===== config.mk =====
export PLATFORM = sky130hd
export DESIGN_NAME = usb_host_ctl
export DESIGN_NICKNAME = d
export VERILOG_FILES = /design/src/core/usb_host_ctl_pkg.sv /design/src/core/usb_host_ctl.sv
export VERILOG_INCLUDE_DIRS = /design/src /design/src/core
export SDC_FILE = /design/constraint.sdc
export NUM_CORES = 1
export LEC_CHECK = 0
export ABC_AREA = 0
export BUFFER_PORTS_ARGS = -buffer_cell sky130_fd_sc_hd__buf_4
export CAP_MARGIN = 20
export CORE_ASPECT_RATIO = 0.5
export CORE_UTILIZATION = 35
export CTS_CLUSTER_DIAMETER = 200
export DETAILED_ROUTE_END_ITERATION = 7
export GPL_ROUTABILITY_DRIVEN = 0
export HOLD_SLACK_MARGIN = 0.03
export PLACE_DENSITY = 0.62
export SKIP_CTS_REPAIR_TIMING = 1
export SLEW_MARGIN = 10
export SYNTH_ARGS = -nofsm -noshare
export SYNTH_HDL_FRONTEND = slang
export SYNTH_SLANG_ARGS = --single-unit
export TNS_END_PERCENT = 30

===== constraint.sdc =====
create_clock -name clk_sys_i -period 1.88 [get_ports clk_sys_i]
set_input_delay 0.094 -clock clk_sys_i [delete_from_list [all_inputs] [get_ports clk_sys_i]]
set_output_delay 0.094 -clock clk_sys_i [all_outputs]
set_load 0.01 [all_outputs]

===== src/core/usb_host_ctl_map.svh =====
// register map, field positions and timing constants of the bus control block
//
// Behaviour
// - host-mode power-on command drives the external power enable output active.
// - power enable active level is software selectable, high or low.
// - on power fault apply chosen action: none, tri-state, drive low or high.
// - software switch enables fault detection; when off no fault is recognised.
// - requested IN transaction is scheduled on the chosen endpoint for the link.
// - a pending IN request can be withdrawn before the link takes it.
// - status-phase IN request exists for endpoint zero only.
// - received endpoint-zero status packet raises an interrupt event.
// - host-mode bus reset is driven while set; software holds it at least 20 ms.
// - device-mode resume driven while set; software clears between 10 and 15 ms.
// - host-mode resume driven while set, finished on clear; held at least 20 ms.
// - host mode reports attached speed as low, full, high or undefined.
// - host-mode suspend command stops bus traffic, suspending the bus.
// - control event enable mask has separate set and clear per bit.
// - separate endpoint enable mask covers host and device events per endpoint.
// - reading control status returns pending events and clears them all.
// - reading endpoint status returns host/device groups and clears them all.
// - host flags vbus error, connect, disconnect, babble, fault; always sof, resume.
// - device flags reset, suspend, session end; otg flags session, cable mode.
`ifndef USB_HOST_CTL_MAP_SVH
`define USB_HOST_CTL_MAP_SVH

// ****************************************
// register offsets (byte addresses)
// ****************************************
`define REG_CTRL 8'h00
`define REG_STAT 8'h04
`define REG_IN_REQ 8'h08
`define REG_IN_CLR 8'h0C
`define REG_STS_REQ 8'h10
`define REG_CIEN_SET 8'h14
`define REG_CIEN_CLR 8'h18
`define REG_EIEN_SET 8'h1C
`define REG_EIEN_CLR 8'h20
`define REG_CISTAT 8'h24
`define REG_EISTAT 8'h28

// ****************************************
// control register fields
// ****************************************
`define CTRL_MODE_LO 0
`define CTRL_PWR_EN 2
`define CTRL_PWR_HIGH 3
`define CTRL_FLT_ACT_LO 4
`define CTRL_FLT_DET 6
`define CTRL_FLT_HIGH 7
`define CTRL_BUS_RST 8
`define CTRL_RESUME 9
`define CTRL_SUSPEND 10
`define CTRL_RESET_VAL 32'h0000_0008

// ****************************************
// timing
// ****************************************
`define CLK_KHZ 125000
`define T_RESET_MIN_MS 20
`define T_HRES_MIN_MS 20
`define T_DRES_MIN_MS 10
`define T_DRES_MAX_MS 15
`define RESET_MIN_CYC (`T_RESET_MIN_MS * `CLK_KHZ)
`define HRES_MIN_CYC (`T_HRES_MIN_MS * `CLK_KHZ)
`define DRES_MIN_CYC (`T_DRES_MIN_MS * `CLK_KHZ)
`define DRES_MAX_CYC (`T_DRES_MAX_MS * `CLK_KHZ)

`endif


===== src/core/usb_host_ctl_pkg.sv =====
// types shared by the bus control block
package usb_host_ctl_pkg;

    typedef enum logic [1:0] {
        MODE_HOST = 2'h0,
        MODE_DEVICE = 2'h1,
        MODE_OTG = 2'h2
    } mode_e;

    typedef enum logic [1:0] {
        SPEED_UNDEF = 2'h0,
        SPEED_LOW = 2'h1,
        SPEED_FULL = 2'h2,
        SPEED_HIGH = 2'h3
    } speed_e;

    typedef enum logic [1:0] {
        FLT_NONE = 2'h0,
        FLT_TRI = 2'h1,
        FLT_LOW = 2'h2,
        FLT_HIGH = 2'h3
    } flt_act_e;

    // control event flags, bit 11 first
    typedef struct packed {
        logic power_fault_flag;
        logic cable_mode_done_flag;
        logic suspend;
        logic resume;
        logic bus_reset;
        logic babble_flag;
        logic sof;
        logic connect;
        logic disconnect;
        logic session_end;
        logic session;
        logic vbus_error_flag;
    } ctl_ev_s;

endpackage


===== src/core/usb_host_ctl.sv =====
// bus power, in-request, signalling and event flag control of the usb controller
//
// The strobed register port and the register addresses were chosen for this implementation.
`timescale 1ns/1ps
`include "usb_host_ctl_map.svh"

module usb_host_ctl
    import usb_host_ctl_pkg::*;
#(
    parameter int NUM_EP = 16,
    parameter logic [23:0] RESET_MIN_CYC = 24'(`RESET_MIN_CYC),
    parameter logic [23:0] HRES_MIN_CYC = 24'(`HRES_MIN_CYC),
    parameter logic [23:0] DRES_MIN_CYC = 24'(`DRES_MIN_CYC),
    parameter logic [23:0] DRES_MAX_CYC = 24'(`DRES_MAX_CYC)
)
(
    // clock and reset
    input wire logic clk_sys_i,
    input wire logic rst_b_i,
    // register port
    input wire logic [7:0] addr_i,
    input wire logic [31:0] wdata_i,
    input wire logic wr_i,
    input wire logic rd_i,
    output logic [31:0] rdata_o,
    // link engine side
    input wire ctl_ev_s link_ev_i,
    input wire speed_e link_speed_i,
    input wire logic [NUM_EP-1:0] ep_host_ev_i,
    input wire logic [NUM_EP-1:0] ep_dev_ev_i,
    input wire logic [NUM_EP-1:0] in_taken_i,
    input wire logic status_rcvd_i,
    output logic [NUM_EP-1:0] in_req_o,
    output logic status_req_o,
    output logic bus_reset_o,
    output logic resume_o,
    output logic suspend_o,
    // power pins
    input wire logic power_fault_in_i,
    output logic ext_power_enable_out_o,
    output logic ext_power_enable_out_oe_o,
    // interrupt
    output logic irq_o
);

    // ****************************************
    // declarations
    // ****************************************
    localparam int NEV = $bits(ctl_ev_s);

    logic [31:0] ctrl_r;
    logic [NEV-1:0] cien_r;
    logic [2*NUM_EP-1:0] eien_r;
    logic [NEV-1:0] cflag_r;
    logic [2*NUM_EP-1:0] eflag_r;
    logic [NUM_EP-1:0] in_req_r;
    logic status_req_r;
    logic [31:0] rdata_r;
    logic flt_s1_r;
    logic flt_s2_r;
    logic flt_s3_r;
    logic flt_q_r;
    logic flt_det_d_r;
    logic flt_latched_r;
    logic [23:0] hold_cnt_r;
    logic [31:0] stat_w;
    logic [31:0] rd_mux;
    mode_e mode;
    flt_act_e flt_act;
    logic is_host;
    logic is_dev;
    logic is_otg;
    logic flt_det;
    logic flt_rise;
    logic res_end;
    logic hold_min_ok;
    logic hold_over;
    ctl_ev_s ev_gated;
    logic [NEV-1:0] cset;
    logic [2*NUM_EP-1:0] eset;
    logic [NUM_EP-1:0] ep0_bit;

    function automatic logic hit(input logic [7:0] a, input logic [7:0] off);
        hit = (a == off);
    endfunction

    assign mode = mode_e'(ctrl_r[`CTRL_MODE_LO +: 2]);
    assign flt_act = flt_act_e'(ctrl_r[`CTRL_FLT_ACT_LO +: 2]);
    assign is_host = (mode == MODE_HOST);
    assign is_dev = (mode == MODE_DEVICE);
    assign is_otg = (mode == MODE_OTG);
    assign ep0_bit = {{(NUM_EP-1){1'b0}}, 1'b1};

    // ****************************************
    // control register
    // ****************************************
    // host resume end also ends the suspended state
    assign res_end = is_host && ctrl_r[`CTRL_RESUME] && wr_i && hit(addr_i, `REG_CTRL)
        && !wdata_i[`CTRL_RESUME];

    always_ff @(posedge clk_sys_i)
    begin
        if (!rst_b_i)
        begin
            ctrl_r <= `CTRL_RESET_VAL;
        end
        else if (wr_i && hit(addr_i, `REG_CTRL))
        begin
            ctrl_r <= {21'h00_0000, wdata_i[10:0]};
            if (res_end)
            begin
                ctrl_r[`CTRL_SUSPEND] <= 1'b0;
            end
        end
    end

    // ****************************************
    // power fault pin: three stage sync
    // ****************************************
    always_ff @(posedge clk_sys_i)
    begin
        if (!rst_b_i)
        begin
            flt_s1_r <= 1'b0;
            flt_s2_r <= 1'b0;
            flt_s3_r <= 1'b0;
            flt_q_r <= 1'b0;
        end
        else
        begin
            flt_s1_r <= power_fault_in_i;
            flt_s2_r <= flt_s1_r;
            flt_s3_r <= flt_s2_r;
            if (flt_s2_r == flt_s3_r)
            begin
                flt_q_r <= flt_s3_r;
            end
        end
    end

    // detection gated off entirely when disabled, so a floating pin is harmless
    assign flt_det = ctrl_r[`CTRL_FLT_DET] && is_host
        && (flt_q_r == ctrl_r[`CTRL_FLT_HIGH]);
    assign flt_rise = flt_det && !flt_det_d_r;

    // fault action holds until software drops the power command or fault detection
    always_ff @(posedge clk_sys_i)
    begin
        if (!rst_b_i)
        begin
            flt_det_d_r <= 1'b0;
            flt_latched_r <= 1'b0;
        end
        else
        begin
            flt_det_d_r <= flt_det;
            if (flt_rise)
            begin
                flt_latched_r <= 1'b1;
            end
            else if (!ctrl_r[`CTRL_PWR_EN] || !ctrl_r[`CTRL_FLT_DET])
            begin
                flt_latched_r <= 1'b0;
            end
        end
    end

    // ****************************************
    // power enable pin
    // ****************************************
    always_ff @(posedge clk_sys_i)
    begin
        if (!rst_b_i)
        begin
            ext_power_enable_out_o <= 1'b0;
            ext_power_enable_out_oe_o <= 1'b0;
        end
        else
        begin
            ext_power_enable_out_oe_o <= 1'b1;
            // active level selectable, inactive is its inverse
            ext_power_enable_out_o <= (is_host && ctrl_r[`CTRL_PWR_EN])
                ? ctrl_r[`CTRL_PWR_HIGH] : !ctrl_r[`CTRL_PWR_HIGH];
            if (flt_latched_r)
            begin
                case (flt_act)
                    FLT_TRI: ext_power_enable_out_oe_o <= 1'b0;
                    FLT_LOW: ext_power_enable_out_o <= 1'b0;
                    FLT_HIGH: ext_power_enable_out_o <= 1'b1;
                    default: ;
                endcase
            end
        end
    end

    // ****************************************
    // in requests and status request
    // ****************************************
    // requests accepted only in host mode; direction is software's duty
    always_ff @(posedge clk_sys_i)
    begin
        if (!rst_b_i)
        begin
            in_req_r <= '0;
        end
        else
        begin
            in_req_r <= in_req_r & ~in_taken_i;
            if (is_host && wr_i && hit(addr_i, `REG_IN_REQ))
            begin
                in_req_r <= (in_req_r & ~in_taken_i) | wdata_i[NUM_EP-1:0];
            end
            else if (is_host && wr_i && hit(addr_i, `REG_IN_CLR))
            begin
                in_req_r <= in_req_r & ~in_taken_i & ~wdata_i[NUM_EP-1:0];
            end
        end
    end

    always_ff @(posedge clk_sys_i)
    begin
        if (!rst_b_i)
        begin
            status_req_r <= 1'b0;
        end
        else if (is_host && wr_i && hit(addr_i, `REG_STS_REQ) && wdata_i[0])
        begin
            status_req_r <= 1'b1;
        end
        else if (in_taken_i[0])
        begin
            status_req_r <= 1'b0;
        end
    end

    assign in_req_o = in_req_r;
    assign status_req_o = status_req_r;

    // ****************************************
    // bus signalling
    // ****************************************
    assign bus_reset_o = is_host && ctrl_r[`CTRL_BUS_RST];
    assign resume_o = ctrl_r[`CTRL_RESUME] && (is_host || is_dev);
    assign suspend_o = is_host && ctrl_r[`CTRL_SUSPEND] && !ctrl_r[`CTRL_RESUME];

    // hold timer shows software when the bus reset or resume may end
    always_ff @(posedge clk_sys_i)
    begin
        if (!rst_b_i)
        begin
            hold_cnt_r <= '0;
        end
        else if (!(bus_reset_o || resume_o))
        begin
            hold_cnt_r <= '0;
        end
        else if (hold_cnt_r != 24'hFF_FFFF)
        begin
            hold_cnt_r <= hold_cnt_r + 24'h00_0001;
        end
    end

    assign hold_min_ok = bus_reset_o ? (hold_cnt_r >= RESET_MIN_CYC)
        : is_host ? (hold_cnt_r >= HRES_MIN_CYC)
        : (hold_cnt_r >= DRES_MIN_CYC);
    assign hold_over = is_dev && resume_o && (hold_cnt_r > DRES_MAX_CYC);

    // ****************************************
    // event flags
    // ****************************************
    always_comb
    begin
        ev_gated = link_ev_i;
        // host only sources
        ev_gated.vbus_error_flag = link_ev_i.vbus_error_flag && is_host;
        ev_gated.connect = link_ev_i.connect && is_host;
        ev_gated.disconnect = link_ev_i.disconnect && is_host;
        ev_gated.babble_flag = link_ev_i.babble_flag && is_host;
        ev_gated.power_fault_flag = flt_rise;
        // device and otg only sources
        ev_gated.bus_reset = link_ev_i.bus_reset && is_dev;
        ev_gated.suspend = link_ev_i.suspend && is_dev;
        ev_gated.session_end = link_ev_i.session_end && is_dev;
        ev_gated.session = link_ev_i.session && is_otg;
        ev_gated.cable_mode_done_flag = link_ev_i.cable_mode_done_flag && is_otg;
    end

    assign cset = ev_gated;
    // ep0 status packet reported as an endpoint zero host event
    assign eset = {ep_dev_ev_i, ep_host_ev_i | (status_rcvd_i ? ep0_bit : '0)};

    // a new event in the read cycle survives the clear-on-read
    always_ff @(posedge clk_sys_i)
    begin
        if (!rst_b_i)
        begin
            cflag_r <= '0;
            eflag_r <= '0;
        end
        else
        begin
            cflag_r <= ((rd_i && hit(addr_i, `REG_CISTAT)) ? '0 : cflag_r) | cset;
            eflag_r <= ((rd_i && hit(addr_i, `REG_EISTAT)) ? '0 : eflag_r) | eset;
        end
    end

    // ****************************************
    // enable masks
    // ****************************************
    always_ff @(posedge clk_sys_i)
    begin
        if (!rst_b_i)
        begin
            cien_r <= '0;
            eien_r <= '0;
        end
        else if (wr_i)
        begin
            if (hit(addr_i, `REG_CIEN_SET))
            begin
                cien_r <= cien_r | wdata_i[NEV-1:0];
            end
            if (hit(addr_i, `REG_CIEN_CLR))
            begin
                cien_r <= cien_r & ~wdata_i[NEV-1:0];
            end
            if (hit(addr_i, `REG_EIEN_SET))
            begin
                eien_r <= eien_r | wdata_i[2*NUM_EP-1:0];
            end
            if (hit(addr_i, `REG_EIEN_CLR))
            begin
                eien_r <= eien_r & ~wdata_i[2*NUM_EP-1:0];
            end
        end
    end

    assign irq_o = |(cflag_r & cien_r) || |(eflag_r & eien_r);

    // ****************************************
    // read port
    // ****************************************
    always_comb
    begin
        stat_w = '0;
        stat_w[1:0] = is_host ? link_speed_i : SPEED_UNDEF;
        stat_w[2] = flt_latched_r;
        stat_w[3] = flt_q_r;
        stat_w[4] = hold_min_ok;
        stat_w[5] = hold_over;
        stat_w[6] = suspend_o;
    end

    always_comb
    begin
        rd_mux = '0;
        case (addr_i)
            `REG_CTRL: rd_mux = ctrl_r;
            `REG_STAT: rd_mux = stat_w;
            `REG_IN_REQ: rd_mux[NUM_EP-1:0] = in_req_r;
            `REG_STS_REQ: rd_mux[0] = status_req_r;
            `REG_CIEN_SET: rd_mux[NEV-1:0] = cien_r;
            `REG_EIEN_SET: rd_mux[2*NUM_EP-1:0] = eien_r;
            `REG_CISTAT: rd_mux[NEV-1:0] = cflag_r;
            `REG_EISTAT: rd_mux[2*NUM_EP-1:0] = eflag_r;
            default: rd_mux = '0;
        endcase
    end

    always_ff @(posedge clk_sys_i)
    begin
        if (!rst_b_i)
        begin
            rdata_r <= '0;
        end
        else
        begin
            rdata_r <= rd_i ? rd_mux : 32'h0000_0000;
        end
    end

    assign rdata_o = rdata_r;

endmodule // usb_host_ctl


==> run summary <==
status -> finished with violations
Synth Area per Inst -> 8.513 µm²
wire per inst -> 19.27 µm
failing checks -> setup timing
gr ovfl total -> 0
leak pwr -> 4.434 nW
CTS H-tree lvls -> 4
unrepaired setup endpoints after global routing -> true
final period demand of the worst path -> 2.137 ns
Seq/Total Area, Yosys -> 0.4724
crit path launch type -> flop
Worst-Margin Slew -> 0.5576 ns
Nets -> 1275
Final TNS setup -> -0.2570 ns
CTS buffer count -> 17
period utilization -> 1.137
top_reg_cell synth -> dfxtp_1
Yosys Warn Count -> 0
worst hold path type -> primary input to flop
CTS tree -> yes
vias in the first global route -> 7313
Final Skew -> 0.008904 ns
drt pass-1 iters -> 6
Die Span Y -> 106.4 µm
clk_lat worst skew -> 0.43 ns
Slew Limit Fails -> 0
initial drt markers -> 813
global-route usage over all layers -> 0.2427
die width -> 210.8 µm
Synth Register Bits -> 180
row cnt -> 37
maximum clock rate -> 467.9 MHz
detailed-route via count -> 7923
IO buf count -> 161
I/O pin total -> 163
cell count after synthesis -> 896
final setup vio count -> 1
max_cap viols -> 0
Hold WS -> 0.01915 ns
Data required, critical path -> 1.79 ns
Final Hold Viols -> 0
FFs w/ async S/R, synth -> 0
post-synth cell types -> 54
overall power -> 8.039 mW
VDD IR max -> 527.8 µV
Antenna Violating Nets Remaining -> 0
Routed WL -> 28.31 mm
die area -> 22420 µm²
Net Count, Synth -> 1006
CP Data Arrival Time -> 2.04 ns
Rel. slew slack -> 0.6283
clk sinks -> 180
CTS root buf -> clkbuf_16
maximum root-to-sink buffer count -> 2
ANT cells -> 0
area grow syn2layout -> 44.00%
setup ws final -> -0.2570 ns
mapped cell area -> 7627 µm²
pwr/cell area -> 731.9 nW/µm²
layout cells sized above 1 -> 0.2421
fin util -> 0.5237
number of flops mapped to enable cells by yosys -> 0
initial antenna violation count -> 0
DR vias/cell -> 5.393
largest net degree at the start of global routing -> 34
fillers -> 1913
WS Path Type -> flop to output port
core area -> 20970 µm²
Worst setup EP type -> output port
Clock transition at path regs -> 0.07 ns
# DRC -> 0
Final HPWL DP -> 19.91 mm
first-pass GRT wire length -> 41.48 mm
Initial Util -> 0.3637
worst-path fanout max -> 3
-- critical path: stages, from the launching register on --
cell	delay, ns
dfxtp_1	0.33
a22o_1	0.23
a221oi_1	0.22
nand3_1	0.16
nor4_2	0.29
nand4_1	0.17
buf_4	0.21
-- power breakdown --
group	switching, mW	total (mW)	internal, mW	leakage, nW
Clock	1.62	3.47	1.85	0.266
Combinational	0.271	0.621	0.350	2.70
Sequential	0.0702	3.95	3.88	1.46
-- cells in the final DEF, fill, tap and decap left out, types with 3 or more instances in the layout --
| master | n |
|---|---|
| a222oi_1 | 14 |
| nand4_1 | 14 |
| a21oi_1 | 102 |
| mux2i_1 | 33 |
| nor4_1 | 3 |
| nor3_1 | 12 |
| a22oi_1 | 48 |
| nor2b_1 | 5 |
| o21ai_0 | 6 |
| dlygate4sd3_1 | 80 |
| buf_4 | 222 |
| a22o_1 | 5 |
| dfxtp_1 | 179 |
| clkinvlp_4 | 3 |
| a221oi_1 | 5 |
| mux2_2 | 9 |
| a31oi_1 | 11 |
| nand3_1 | 36 |
| clkbuf_16 | 17 |
| buf_12 | 9 |
| inv_1 | 6 |
| inv_8 | 3 |
| nand2_1 | 110 |
| and3_1 | 5 |
| xnor2_1 | 9 |
| nand2b_1 | 18 |
| xor2_1 | 14 |
| a211oi_1 | 17 |
| o31ai_1 | 4 |
| nor2_1 | 127 |
| and2_1 | 4 |
-- kinds of logic after synthesis --
family | synth area share
xor gates and xnor gates | 0.02641
adders and majority gates | 0.003280
DFF | 0.4724
buffers and inverters | 0.03888
muxes | 0.05660
AOI/OAI and AO/OA | 0.1944
and+or+nand+nor | 0.2080
-- metrics by stage --
stage / setup WS (ns) / instance area, µm² / std cells
floorplan: 0.01622 / 7636 / 896
global placement: -0.1532 / 9584 / 1358
detailed placement: -0.1728 / 9584 / 1358
CTS: -0.3457 / 10140 / 1389
global route: -0.3751 / 10980 / 1469
finish: -0.2570 / 10980 / 1469
-- synthesized netlist by cell type, drive strengths merged, types with 6 or more instances --
master | instances | share of area
dfxtp | 180 | 0.47
nor2 | 128 | 0.063
nand2 | 110 | 0.054
a21oi | 104 | 0.068
clkbuf | 50 | 0.025
a22oi | 48 | 0.047
nand3 | 36 | 0.024
mux2i | 33 | 0.043
nand2b | 18 | 0.015
a211oi | 17 | 0.017
a222oi | 14 | 0.018
nand4 | 14 | 0.011
xor2 | 14 | 0.016
nor3 | 13 | 0.0085
a31oi | 11 | 0.0090
buf | 11 | 0.010
mux2 | 9 | 0.013
xnor2 | 9 | 0.010
o21ai | 8 | 0.0052
inv | 6 | 0.0030
-- path summary, 6_finish.rpt --
path                           from                     to  slack, ns  depth (start not counted)
max          cflag_r[11]$_SDFF_PN0_                  irq_o      -0.26                          6
max reg2reg   eflag_r[5]$_SDFF_PN0_  rdata_o[5]$_SDFF_PN0_       0.13                          4
min                 link_speed_i[0]  rdata_o[0]$_SDFF_PN0_       0.02                          3
min reg2reg     flt_s3_r$_SDFF_PN0_   flt_q_r$_SDFFE_PN0N_       0.47                          2
-- layout make-up --
type	count	area, µm²	area share
timing repair buffer	311	2648	0.2411
tap	292	365.4	0.03327
clock inverter	12	122.6	0.01116
inverter	8	30.03	0.002734
multi-input combinational	647	3780	0.3442
sequential	180	3605	0.3282
clock buffer	19	432.9	0.03942
-- layer usage --
metal	track usage	wire, µm	vias up
li1	-	-	3732
met1	0.3440	12600	3802
met2	0.3722	12910	344
met3	0.04638	2364	45
met4	0.07039	431	0
met5	0	0	-
No activity file was read; power rests on OpenSTA's default activity.
